$ cat config.mk
export PLATFORM = sky130hd
export DESIGN_NAME = flash_cmd_host
export DESIGN_NICKNAME = d
export VERILOG_FILES = /design/src/pkg/flash_host_pkg.sv /design/src/logic/flash_cmd_host.sv
export VERILOG_INCLUDE_DIRS = /design/src /design/src/pkg
export SDC_FILE = /design/constraint.sdc
export NUM_CORES = 1
export LEC_CHECK = 0
export ABC_CLOCK_PERIOD_IN_PS = 5100
export BUFFER_PORTS_ARGS = -buffer_cell sky130_fd_sc_hd__buf_2
export CELL_PAD_IN_SITES_DETAIL_PLACEMENT = 1
export CELL_PAD_IN_SITES_GLOBAL_PLACEMENT = 2
export CORE_MARGIN = 3
export CORE_UTILIZATION = 37
export CTS_CLUSTER_SIZE = 24
export DETAILED_ROUTE_END_ITERATION = 8
export PLACE_DENSITY_LB_ADDON = 0.1
export SLEW_MARGIN = 20
export SYNTH_ARGS = -nofsm -noshare
export SYNTH_HDL_FRONTEND = slang
export SYNTH_SLANG_ARGS = --single-unit
$ cat constraint.sdc
create_clock -name core_clk -period 5.1 [get_ports core_clk]
set_input_delay 0.51 -clock core_clk [delete_from_list [all_inputs] [get_ports core_clk]]
set_output_delay 0.51 -clock core_clk [all_outputs]
set_load 0.01 [all_outputs]
$ cat src/pkg/flash_host_defs.svh
`ifndef FLASH_HOST_DEFS_SVH
`define FLASH_HOST_DEFS_SVH
// ----------------------------------------
// Geometry and bus widths
// ----------------------------------------
`define FH_AW 21
`define FH_DW 16
`define FH_SEC_BITS 11
`define FH_BLK_BITS 15
`define FH_BIT_POLL 7
`define FH_BIT_TOGGLE 6
// ----------------------------------------
// Timing
// ----------------------------------------
`define FH_CLK_NS 40
`define FH_ACCESS_NS 70
`define FH_ACCESS_CYC ((`FH_ACCESS_NS + `FH_CLK_NS - 1) / `FH_CLK_NS)
`define FH_PROG_US 10
`define FH_PROG_CYC (`FH_PROG_US * 1000 / `FH_CLK_NS)
`define FH_SUSP_US 10
`define FH_SUSP_CYC (`FH_SUSP_US * 1000 / `FH_CLK_NS)
`define FH_CNT_W 10
// ----------------------------------------
// Command codes and sequence lengths
// ----------------------------------------
`define FH_CODE_SECTOR 16'h0050
`define FH_CODE_BLOCK 16'h0030
`define FH_CODE_SUSPEND 16'h00B0
`define FH_CODE_RESUME 16'h0030
`define FH_N_PROG 3'h4
`define FH_N_ERASE 3'h6
`define FH_N_SINGLE 3'h1
`endif

$ cat src/pkg/flash_host_pkg.sv
`include "flash_host_defs.svh"
package flash_host_pkg;
  // ----------------------------------------
  // Operations, pins and states
  // ----------------------------------------
  typedef enum logic [2:0] {OP_READ, OP_PROGRAM, OP_SECTOR_ERASE, OP_BLOCK_ERASE, OP_SUSPEND, OP_RESUME} op_t;
  typedef struct packed {
    op_t op;
    logic [`FH_AW-1:0] addr;
    logic [`FH_DW-1:0] data;
  } cmd_t;
  typedef struct packed {
    logic ce_n;
    logic we_n;
    logic oe_n;
    logic [`FH_AW-1:0] addr;
    logic [`FH_DW-1:0] dq;
    logic dq_oe;
  } pins_t;
  typedef struct packed {
    logic [`FH_AW-1:0] addr;
    logic [`FH_DW-1:0] data;
  } wcycle_t;
  typedef enum {ST_IDLE, ST_W_SETUP, ST_W_LOW, ST_W_HIGH, ST_W_GAP, ST_R_SETUP, ST_R_WAIT, ST_R_GAP, ST_S_WAIT} st_t;
endpackage

$ cat src/logic/flash_cmd_host.sv
`timescale 1ns/1ps
`include "flash_host_defs.svh"
module flash_cmd_host
  import flash_host_pkg::*;
#(
  parameter int READ_WAIT = `FH_ACCESS_CYC,
  parameter logic [`FH_AW-1:0] UNLOCK_ADDR1 = 21'h0_0000,
  parameter logic [`FH_AW-1:0] UNLOCK_ADDR2 = 21'h0_0001,
  parameter logic [`FH_DW-1:0] UNLOCK_DATA1 = 16'h0001,
  parameter logic [`FH_DW-1:0] UNLOCK_DATA2 = 16'h0002,
  parameter logic [`FH_DW-1:0] PROG_SETUP = 16'h0003,
  parameter logic [`FH_DW-1:0] ERASE_SETUP = 16'h0004,
  parameter logic [`FH_AW-1:0] PROT_BASE = 21'h0_0000
)(
  input wire logic core_clk,
  input wire logic rst,
  input wire logic cmd_valid,
  output logic cmd_ready,
  input wire cmd_t cmd,
  output logic rsp_valid,
  output logic [`FH_DW-1:0] rsp_data,
  output logic rsp_err,
  output logic erase_suspended,
  input wire logic wp_level,
  output pins_t pins,
  output logic wp_n,
  input wire logic [`FH_DW-1:0] dq_in
);
  // ----------------------------------------
  // Parameter checks and helpers
  // ----------------------------------------
  if (READ_WAIT < 1 || READ_WAIT > 2 ** `FH_CNT_W - 1)
  begin : g_bad_wait
    $error("READ_WAIT out of range");
  end

  // Same sector or same block test
  function automatic logic in_region(input logic [`FH_AW-1:0] a, input logic [`FH_AW-1:0] b, input logic blk);
    in_region = blk ? (a[`FH_AW-1:`FH_BLK_BITS] == b[`FH_AW-1:`FH_BLK_BITS])
                    : (a[`FH_AW-1:`FH_SEC_BITS] == b[`FH_AW-1:`FH_SEC_BITS]);
  endfunction

  // Number of write cycles of an operation
  function automatic logic [2:0] n_writes(input op_t op);
    unique case (op)
      OP_PROGRAM: n_writes = `FH_N_PROG;
      OP_SECTOR_ERASE, OP_BLOCK_ERASE: n_writes = `FH_N_ERASE;
      default: n_writes = `FH_N_SINGLE;
    endcase
  endfunction

  // Address and data of write cycle i of a job
  function automatic wcycle_t seq_word(input logic [2:0] i, input cmd_t j);
    wcycle_t w;
    w.addr = j.addr;
    w.data = j.data;
    if (j.op == OP_SUSPEND)
      w.data = `FH_CODE_SUSPEND;
    else if (j.op == OP_RESUME)
      w.data = `FH_CODE_RESUME;
    else if (i == 3'h0 || (i == 3'h3 && j.op != OP_PROGRAM))
    begin
      w.addr = UNLOCK_ADDR1;
      w.data = UNLOCK_DATA1;
    end
    else if (i == 3'h1 || i == 3'h4)
    begin
      w.addr = UNLOCK_ADDR2;
      w.data = UNLOCK_DATA2;
    end
    else if (i == 3'h2)
    begin
      w.addr = UNLOCK_ADDR1;
      w.data = (j.op == OP_PROGRAM) ? PROG_SETUP : ERASE_SETUP;
    end
    else if (j.op == OP_SECTOR_ERASE)
      w.data = `FH_CODE_SECTOR;
    else if (j.op == OP_BLOCK_ERASE)
      w.data = `FH_CODE_BLOCK;
    return w;
  endfunction

  // ----------------------------------------
  // Declarations
  // ----------------------------------------
  st_t st;
  cmd_t job;
  logic [2:0] idx;
  logic poll;
  logic have_prev;
  logic prev_tog;
  logic [`FH_CNT_W-1:0] cnt;
  logic [`FH_CNT_W-1:0] tmo;
  logic [`FH_DW-1:0] rd;
  logic er_active;
  logic er_block;
  logic [`FH_AW-1:0] er_addr;
  logic is_erase_job;
  logic poll_done;
  logic prog_tmo;
  logic take_susp;
  logic accept;
  logic bad;
  logic last_w;
  wcycle_t w_next;

  // Decode of the present step
  assign is_erase_job = job.op inside {OP_SECTOR_ERASE, OP_BLOCK_ERASE, OP_RESUME};
  assign poll_done = have_prev && (rd[`FH_BIT_TOGGLE] == prev_tog);
  assign prog_tmo = (job.op == OP_PROGRAM) && (tmo >= `FH_CNT_W'(`FH_PROG_CYC));
  assign take_susp = st == ST_R_GAP && poll && is_erase_job && !poll_done && cmd_valid && cmd.op == OP_SUSPEND;
  assign cmd_ready = (st == ST_IDLE) || take_susp;
  assign accept = cmd_valid && st == ST_IDLE;
  assign last_w = idx == n_writes(job.op) - 3'h1;
  assign w_next = seq_word(st == ST_IDLE ? 3'h0 : idx + 3'h1, st == ST_IDLE ? cmd : job);

  // Commands the flash would drop or that would hang the engine
  always_comb
  begin
    unique case (cmd.op)
      OP_READ: bad = 1'b0;
      OP_PROGRAM: bad = erase_suspended && in_region(cmd.addr, er_addr, er_block);
      OP_SECTOR_ERASE, OP_BLOCK_ERASE: bad = er_active || (!wp_level && in_region(cmd.addr, PROT_BASE, 1'b1));
      OP_RESUME: bad = !erase_suspended;
      default: bad = 1'b1;
    endcase
  end

  // ----------------------------------------
  // Bus cycle sequencer and pins
  // ----------------------------------------
  always_ff @(posedge core_clk)
  begin
    if (rst)
    begin
      st <= ST_IDLE;
      job <= '0;
      idx <= 3'h0;
      poll <= 1'b0;
      cnt <= '0;
      rd <= '0;
      pins <= '{ce_n: 1'b1, we_n: 1'b1, oe_n: 1'b1, addr: '0, dq: '0, dq_oe: 1'b0};
    end
    else
    begin
      unique case (st)
        ST_IDLE:
          if (accept && !bad)
          begin
            job <= cmd;
            idx <= 3'h0;
            // Select and gate low for a read
            if (cmd.op == OP_READ)
            begin
              poll <= 1'b0;
              st <= ST_R_SETUP;
              pins <= '{ce_n: 1'b0, we_n: 1'b1, oe_n: 1'b0, addr: cmd.addr, dq: '0, dq_oe: 1'b0};
            end
            else
            begin
              st <= ST_W_SETUP;
              pins <= '{ce_n: 1'b0, we_n: 1'b1, oe_n: 1'b1, addr: w_next.addr, dq: w_next.data, dq_oe: 1'b1};
            end
          end
        ST_W_SETUP:
        begin
          pins.we_n <= 1'b0;
          st <= ST_W_LOW;
        end
        ST_W_LOW:
        begin
          pins.we_n <= 1'b1;
          st <= ST_W_HIGH;
        end
        ST_W_HIGH:
        begin
          pins.ce_n <= 1'b1;
          pins.dq_oe <= 1'b0;
          st <= ST_W_GAP;
        end
        ST_W_GAP:
          if (!last_w)
          begin
            idx <= idx + 3'h1;
            st <= ST_W_SETUP;
            pins <= '{ce_n: 1'b0, we_n: 1'b1, oe_n: 1'b1, addr: w_next.addr, dq: w_next.data, dq_oe: 1'b1};
          end
          else if (job.op == OP_SUSPEND)
          begin
            cnt <= '0;
            st <= ST_S_WAIT;
          end
          else
          begin
            poll <= 1'b1;
            st <= ST_R_SETUP;
            pins <= '{ce_n: 1'b0, we_n: 1'b1, oe_n: 1'b0, addr: job.addr, dq: '0, dq_oe: 1'b0};
          end
        ST_R_SETUP:
        begin
          cnt <= '0;
          st <= ST_R_WAIT;
        end
        ST_R_WAIT:
          if (cnt == `FH_CNT_W'(READ_WAIT - 1))
          begin
            rd <= dq_in;
            pins.ce_n <= 1'b1;
            pins.oe_n <= 1'b1;
            st <= ST_R_GAP;
          end
          else
            cnt <= cnt + `FH_CNT_W'(1);
        ST_R_GAP:
          if (take_susp)
          begin
            // Suspend is the one command taken mid-erase
            job.op <= OP_SUSPEND;
            idx <= 3'h0;
            st <= ST_W_SETUP;
            pins <= '{ce_n: 1'b0, we_n: 1'b1, oe_n: 1'b1, addr: job.addr, dq: `FH_CODE_SUSPEND, dq_oe: 1'b1};
          end
          else if (!poll || poll_done || prog_tmo)
            st <= ST_IDLE;
          else
          begin
            st <= ST_R_SETUP;
            pins <= '{ce_n: 1'b0, we_n: 1'b1, oe_n: 1'b0, addr: job.addr, dq: '0, dq_oe: 1'b0};
          end
        ST_S_WAIT:
          if (cnt == `FH_CNT_W'(`FH_SUSP_CYC - 1))
            st <= ST_IDLE;
          else
            cnt <= cnt + `FH_CNT_W'(1);
      endcase
    end
  end

  // ----------------------------------------
  // Status polling
  // ----------------------------------------
  // Two equal toggle reads end the wait
  always_ff @(posedge core_clk)
  begin
    if (rst || st == ST_IDLE)
    begin
      have_prev <= 1'b0;
      prev_tog <= 1'b0;
    end
    else if (st == ST_R_GAP && poll)
    begin
      have_prev <= 1'b1;
      prev_tog <= rd[`FH_BIT_TOGGLE];
    end
  end

  always_ff @(posedge core_clk)
  begin
    if (rst || !poll || st == ST_IDLE)
      tmo <= '0;
    else if (!prog_tmo)
      tmo <= tmo + `FH_CNT_W'(1);
  end

  // ----------------------------------------
  // Erase bookkeeping and write protect
  // ----------------------------------------
  always_ff @(posedge core_clk)
  begin
    if (rst)
    begin
      er_active <= 1'b0;
      er_block <= 1'b0;
      er_addr <= '0;
      erase_suspended <= 1'b0;
    end
    else if (st == ST_W_GAP && last_w && job.op inside {OP_SECTOR_ERASE, OP_BLOCK_ERASE})
    begin
      er_active <= 1'b1;
      er_block <= job.op == OP_BLOCK_ERASE;
      er_addr <= job.addr;
    end
    else if (st == ST_S_WAIT && cnt == `FH_CNT_W'(`FH_SUSP_CYC - 1))
      erase_suspended <= 1'b1;
    else if (st == ST_W_GAP && last_w && job.op == OP_RESUME)
      erase_suspended <= 1'b0;
    else if (st == ST_R_GAP && poll && is_erase_job && poll_done && !take_susp)
      er_active <= 1'b0;
  end

  always_ff @(posedge core_clk)
  begin
    if (rst)
      wp_n <= 1'b1;
    else if (st == ST_IDLE)
      wp_n <= wp_level;
  end

  // ----------------------------------------
  // Response
  // ----------------------------------------
  always_ff @(posedge core_clk)
  begin
    if (rst)
    begin
      rsp_valid <= 1'b0;
      rsp_data <= '0;
      rsp_err <= 1'b0;
    end
    else
    begin
      rsp_valid <= (accept && bad) || (st == ST_S_WAIT && cnt == `FH_CNT_W'(`FH_SUSP_CYC - 1))
                   || (st == ST_R_GAP && !take_susp && (!poll || poll_done || prog_tmo));
      rsp_err <= (accept && bad) || (st == ST_R_GAP && poll && !poll_done && prog_tmo);
      if (st == ST_R_GAP)
        rsp_data <= rd;
    end
  end

  // ----------------------------------------
  // Assertions
  // ----------------------------------------
  logic [2:0] we_cnt;
  always_ff @(posedge core_clk)
  begin
    if (rst || st == ST_IDLE)
      we_cnt <= 3'h0;
    else if (st == ST_W_LOW)
      we_cnt <= we_cnt + 3'h1;
  end
endmodule

==> run metrics, run 1 <==
port bufs=121; Flop pwr share=36.3%; Async SR Flop Fraction=0%; max-slew violations=0; synthesized cell area=7800 sq um; Clock power frac=28.4%; Die Y=151 microns; commonest cells in the netlist=dfxtp_1 (159), nand2_1 (95), nor2_1 (94); Max Fclk=288 MHz; CP Data Arrival Time=3820 ps; Detail Route Antenna Nets=0; Starting Density=38.1%; Combinational Power Share=35.3%; count leader, synth=dfxtp_1; clk_lat worst skew=430 ps; Root Driver=clkbuf_16; CTS clk-pin slew, worst paths=70 ps; GPL Wtd Cong=0.792; yosys warns=0; Residual DRC=0; total global routing track utilization=21.8%; Area contributors post-synth=dfxtp_1 (41%), mux2i_1 (8.9%), a21oi_1 (4.9%); via count=7073; final std cells w/o fill=1265; most frequent CP cell=and2_1; final WL=24.6 mm; Vias/cell=5.59; Most Crowded Layer GR=met2; Power, Total=4.38 mW; DP Cell Count=1232; worst vdd ir=0.000254 V; die area=22900 sq um; Final period util=68.2%; Worst Hold Launch=dq_in[13]; Worst slew margin=29.5%; Hold Vio Cnt, Final=0; Slowest-stage cell, CP=nor2_4; Least-Margin Pin Slew=1060 ps; syn nets=964; Worst Setup SP=st[0]$_SDFFE_PP0P_; FP Rows=52; CP Buf/Inv Count=1; total CTS buffers=17; Startpoint Class=flop; DP HPWL=17.2 mm; Final nets=1046; gr ovfl total=0; antenna violations before repair=2; WP data required=5440 ps; status=finished, final reports clean; WL/cell=19.5 microns; RR Startpoint=st[0]$_SDFFE_PP0P_; CP top delay family=simple AND/OR/NAND/NOR gates; Yosys reg bits=159; M1 GR Usage=28.2%; CP Max Fanout=29; share of cells above drive strength 1=20.6%; Leak Pwr=3.36 nW; Internal=2.63 mW; largest net degree at the start of global routing=84; critical path type=reg2reg; CTS Sinks=159; Switching Share=39.9%; H-tree Lvls=4; dominant cell type by area after synthesis=dfxtp_1; met2 usage=37.2%; vias in the first global route=7402; core footprint=20500 sq um; min cycle time layout=3480 ps; RSZ-0062 raised after global routing=false; area delta synth->final=16.5%; DRT iter0 DRCs=323; CP max stage delay=810 ps; Post-synth EDFFs=0; Resized Gates After CTS=0; hold-fix buffers at CTS=0; share of the synthesized area in the top cell type=40.8%; first-pass GRT wire length=39.6 mm; max cap viols=0; clock skew=14.4 ps; die width=151 microns; post-CTS setup buffer count=0; io pins=122; final setup vio count=0; ys flop type=dfxtp_1; Avg Cell Area, Syn=8.68 sq um; CTS Buffer Depth=2; DR pass1 iterations=5; TritonCTS clock tree=built; NetSw=1.75 mW; Hold Crit Class=in2reg; Final TNS setup=0 ps; CP Capture Type=flop; Post-Syn Instances=899; distinct cell type count after synthesis=79; grt met3 use=4.16%; power density cells=481 nW/um^2; CP cell instances=nor4_2 -> buf_4 -> and2_1 -> o311ai_0 -> and2_1 -> nor2_4 -> mux2i_1; sequential fraction of the synthesis area=40.8%
[logic make-up (layout without fill, tap and decap cells)]
logic type	Yosys count	after routing	share of synthesized area [%]
AND/OR/NAND/NOR	326	326	20.6
AO/OA/AOI/OAI	228	228	20.7
flip-flops	159	159	40.8
buffers and inverters	80	175	4.60
multiplexers	70	70	9.00
XOR/XNOR	31	31	3.48
adder cells (fa/ha/maj)	5	5	0.802
other	0	1	0
[power groups by stage]
stage          sequential (mW)  clock [mW]  combinational (mW)
2_1_floorplan             1.57           0                1.12
3_3_place_gp              1.60           0                1.50
3_5_place_dp              1.61           0                1.55
4_1_cts                   1.59        1.28                1.56
5_1_grt                   1.61        1.34                1.69
6_report                  1.59        1.24                1.54
[per-stage QoR]
stage | utilization, % | hold slack [ps] | worst slack, ps | instance area [sq um]
6_report | 44.4 | 319 | 1620 | 9090
5_1_grt | 44.4 | 324 | 1390 | 9090
4_1_cts | 44.3 | 308 | 1600 | 9080
3_5_place_dp | 41.6 | 451 | 1670 | 8520
3_3_place_gp | 41.6 | 436 | 1860 | 8520
2_1_floorplan | - | 431 | 2930 | 7800
[area by class of cell]
cell class	count	area, sq um
fillers	2431	11400
multi-input cells	660	4280
flip-flops and latches	159	3180
repair buffers	129	668
clock buffers	19	443
well taps	270	338
clock inverters	13	123
inverters	14	52.6
diodes	1	2.50
[per-layer routing]
layer | part of all wire (%) | routed length (microns)
met1 | 45 | 11100
met2 | 49 | 12200
met3 | 4.1 | 1010
met4 | 1.3 | 322
met5 | 0.053 | 13
[placed cells by master, fill, tap and decap left out, drive strengths merged, types with 4 or more instances in the layout]
| master | instances |
|---|---|
| ha | 5 |
| and3 | 4 |
| a21oi | 78 |
| inv | 21 |
| xnor2 | 21 |
| nand4 | 12 |
| a211oi | 33 |
| or4b | 5 |
| buf | 129 |
| a31oi | 9 |
| xor2 | 10 |
| nand2b | 15 |
| or3 | 8 |
| a22oi | 13 |
| nor4b | 4 |
| o31ai | 13 |
| nand2 | 96 |
| nand3 | 24 |
| dfxtp | 159 |
| mux2i | 69 |
| or2 | 4 |
| nor2b | 18 |
| a222oi | 6 |
| o21ai | 38 |
| nor2 | 98 |
| clkbuf | 19 |
| nor3 | 11 |
| and2 | 5 |
[tightest hold or removal path, stage by stage]
cell and delay [ps]:
buf_2 80, mux2i_1 50, nor2_1 70
[flip-flops by register name, indices dropped and copies added, names as in the netlist, 3 cells and up]
name	cells
pins	41
job	40
rd	16
rsp_data	16
cnt	10
er_addr	10
tmo	10
st	4
idx	3
[path summary, 6_finish.rpt]
kind / end / slack (ps) / cells past startpoint
setup / recovery: pins[2]$_SDFFE_PP0P_ / 1620 / 7
hold / removal: rd[13]$_SDFFE_PP0P_ / 320 / 3
setup reg to reg: pins[2]$_SDFFE_PP0P_ / 1620 / 7
hold reg to reg: rsp_data[12]$_SDFFE_PP0N_ / 460 / 2
(Power assumes the default switching activity.)
==> run 2, diff against run 1 <==
ABC_CLOCK_PERIOD_IN_PS = 3550   (was 5100)
CORE_UTILIZATION = 34   (was 37)
clock period = 3.55 ns   (was 5.1 ns; I/O delays follow)
==> run 2 against run 1 <==
Highest routed layer is now met4; design area grew 1.7%; hold slack got worse by 160 ps; sequential power increased by 42%; maximum frequency rose by 17%.
==> run metrics, run 2 (synthesis results as in run 1) <==
clock skew=13.5 ps; share of cells above drive strength 1=21.6%; Starting Density=35.2%; Final period util=83.5%; Hold Crit Class=in2reg; port bufs=121; critical path type=reg2reg; status=finished, final reports clean; DR pass1 iterations=7; Biggest register=pins; Setup crit end=pins[25]$_SDFFE_PP0P_; Worst Reg-to-Reg Cells=6; post-route setup slack=586 ps; Placement Setup Slack=648 ps; core footprint=22200 sq um; die area=24800 sq um; CTS Sinks=159; Least-Margin Pin Slew=971 ps; RSZ-0062 raised after global routing=false; power density cells=702 nW/um^2; Root Driver=clkbuf_16; R2R setup slack=590 ps; H-tree Lvls=4; die width=157 microns; Hold WS=154 ps; Max Fclk=337 MHz; final WL=24.6 mm; min cycle time layout=2960 ps; M1 GR Usage=27.4%; commonest cells after routing, fill and taps aside=dfxtp_1 (159), buf_2 (120), nand2_1 (95); Inserted Diodes=0; max-slew violations=0; Worst slew margin=35.1%; Final TNS setup=0 ps; worst vdd ir=0.000305 V; via count=6978; CP Max Fanout=25; worst r2r dst=pins[25]$_SDFFE_PP0P_; Final nets=1059; TritonCTS clock tree=built; io pins=122; Vias/cell=5.42; total CTS buffers=17; post-CTS setup buffer count=0; DRT iter0 DRCs=365; Leak Pwr=3.45 nW; first-pass GRT wire length=38.8 mm; total global routing track utilization=19.8%; hold-fix buffers at CTS=0; Startpoint Class=flop; FP Rows=54; antenna violations before repair=0; CP Data Arrival Time=3240 ps; area delta synth->final=18.5%; Worst Hold Launch=dq_in[15]; Detail Route Antenna Nets=0; CTS Buffer Depth=2; Die Y=157 microns; largest net degree at the start of global routing=60; CTS clk-pin slew, worst paths=80 ps; grt met3 use=4.45%; met2 usage=31.7%; GPL Wtd Cong=0.820; DP HPWL=17.0 mm; WL/cell=19.1 microns; RR Startpoint=st[0]$_SDFFE_PP0P_; max cap viols=0; Worst Setup SP=st[0]$_SDFFE_PP0P_; final setup vio count=0; most common cell after layout, fill and taps aside=dfxtp_1; Resized Gates After CTS=0; max reg flops=41; vias in the first global route=6963; gr ovfl total=0; Hold Vio Cnt, Final=0; Largest regs=pins x41, job x40; Residual DRC=0; clk_lat worst skew=440 ps; WP data required=3820 ps; CP Capture Type=flop; Most Crowded Layer GR=met2
[run 2: changes by cell type in the layout (fill, tap and decap cells not counted), moves of 2 or more]
cell and change:
buf_4 +13, bufinv_16 +2, clkinvlp_4 -2, inv_6 +2, inv_8 -2
[run 2: area by class of cell]
cell class / count / area (sq um)
multi-input combinational: 660 / 4280
tap: 280 / 350
timing repair buffer: 142 / 766
fill: 2643 / 12900
clock buffer: 19 / 443
sequential: 159 / 3180
inverter: 14 / 52.6
clock inverter: 13 / 170
[run 2: per-layer routing]
| metal | vias to the layer above | wire (microns) |
|---|---|---|
| li1 | 3418 | - |
| met1 | 3408 | 12100 |
| met2 | 134 | 11300 |
| met3 | 18 | 1050 |
| met4 | 0 | 240 |
| met5 | - | 0 |
[run 2: worst min-delay path by stage]
stage / endpoint / slack, ps / cells after the start
6_report: rd[15]$_SDFFE_PP0P_ / 150 / 3
3_5_place_dp: rsp_data[14]$_SDFFE_PP0N_ / 450 / 2
3_3_place_gp: rsp_data[12]$_SDFFE_PP0N_ / 440 / 2
5_1_grt: rd[10]$_SDFFE_PP0P_ / 160 / 3
2_1_floorplan: rsp_data[0]$_SDFFE_PP0N_ / 430 / 2
4_1_cts: rd[11]$_SDFFE_PP0P_ / 140 / 3
[run 2: where the power goes]
| part | internal, mW | switching, mW |
|---|---|---|
| logic | 0.846 | 1.46 |
| registers | 2.02 | 0.221 |
| clock network | 1.09 | 0.854 |
[run 2: per-stage QoR]
stage | instance area (sq um) | std cells | power [mW] | utilization (%)
after detailed placement | 8630 | 1255 | 4.60 | 38.9
after global routing | 9240 | 1287 | 6.87 | 41.7
final | 9240 | 1287 | 6.49 | 41.7
after CTS | 9240 | 1287 | 6.56 | 41.7
after floorplan | 7800 | 899 | 3.87 | -
after global placement | 8630 | 1255 | 4.58 | 38.9
[run 2: critical path: stages (launching register included)]
cell and delay, ps:
dfxtp_1 450, nor4_2 340, and2_1 360, o311ai_0 260
and2_1 370, nor2_4 820, a211oi_1 160
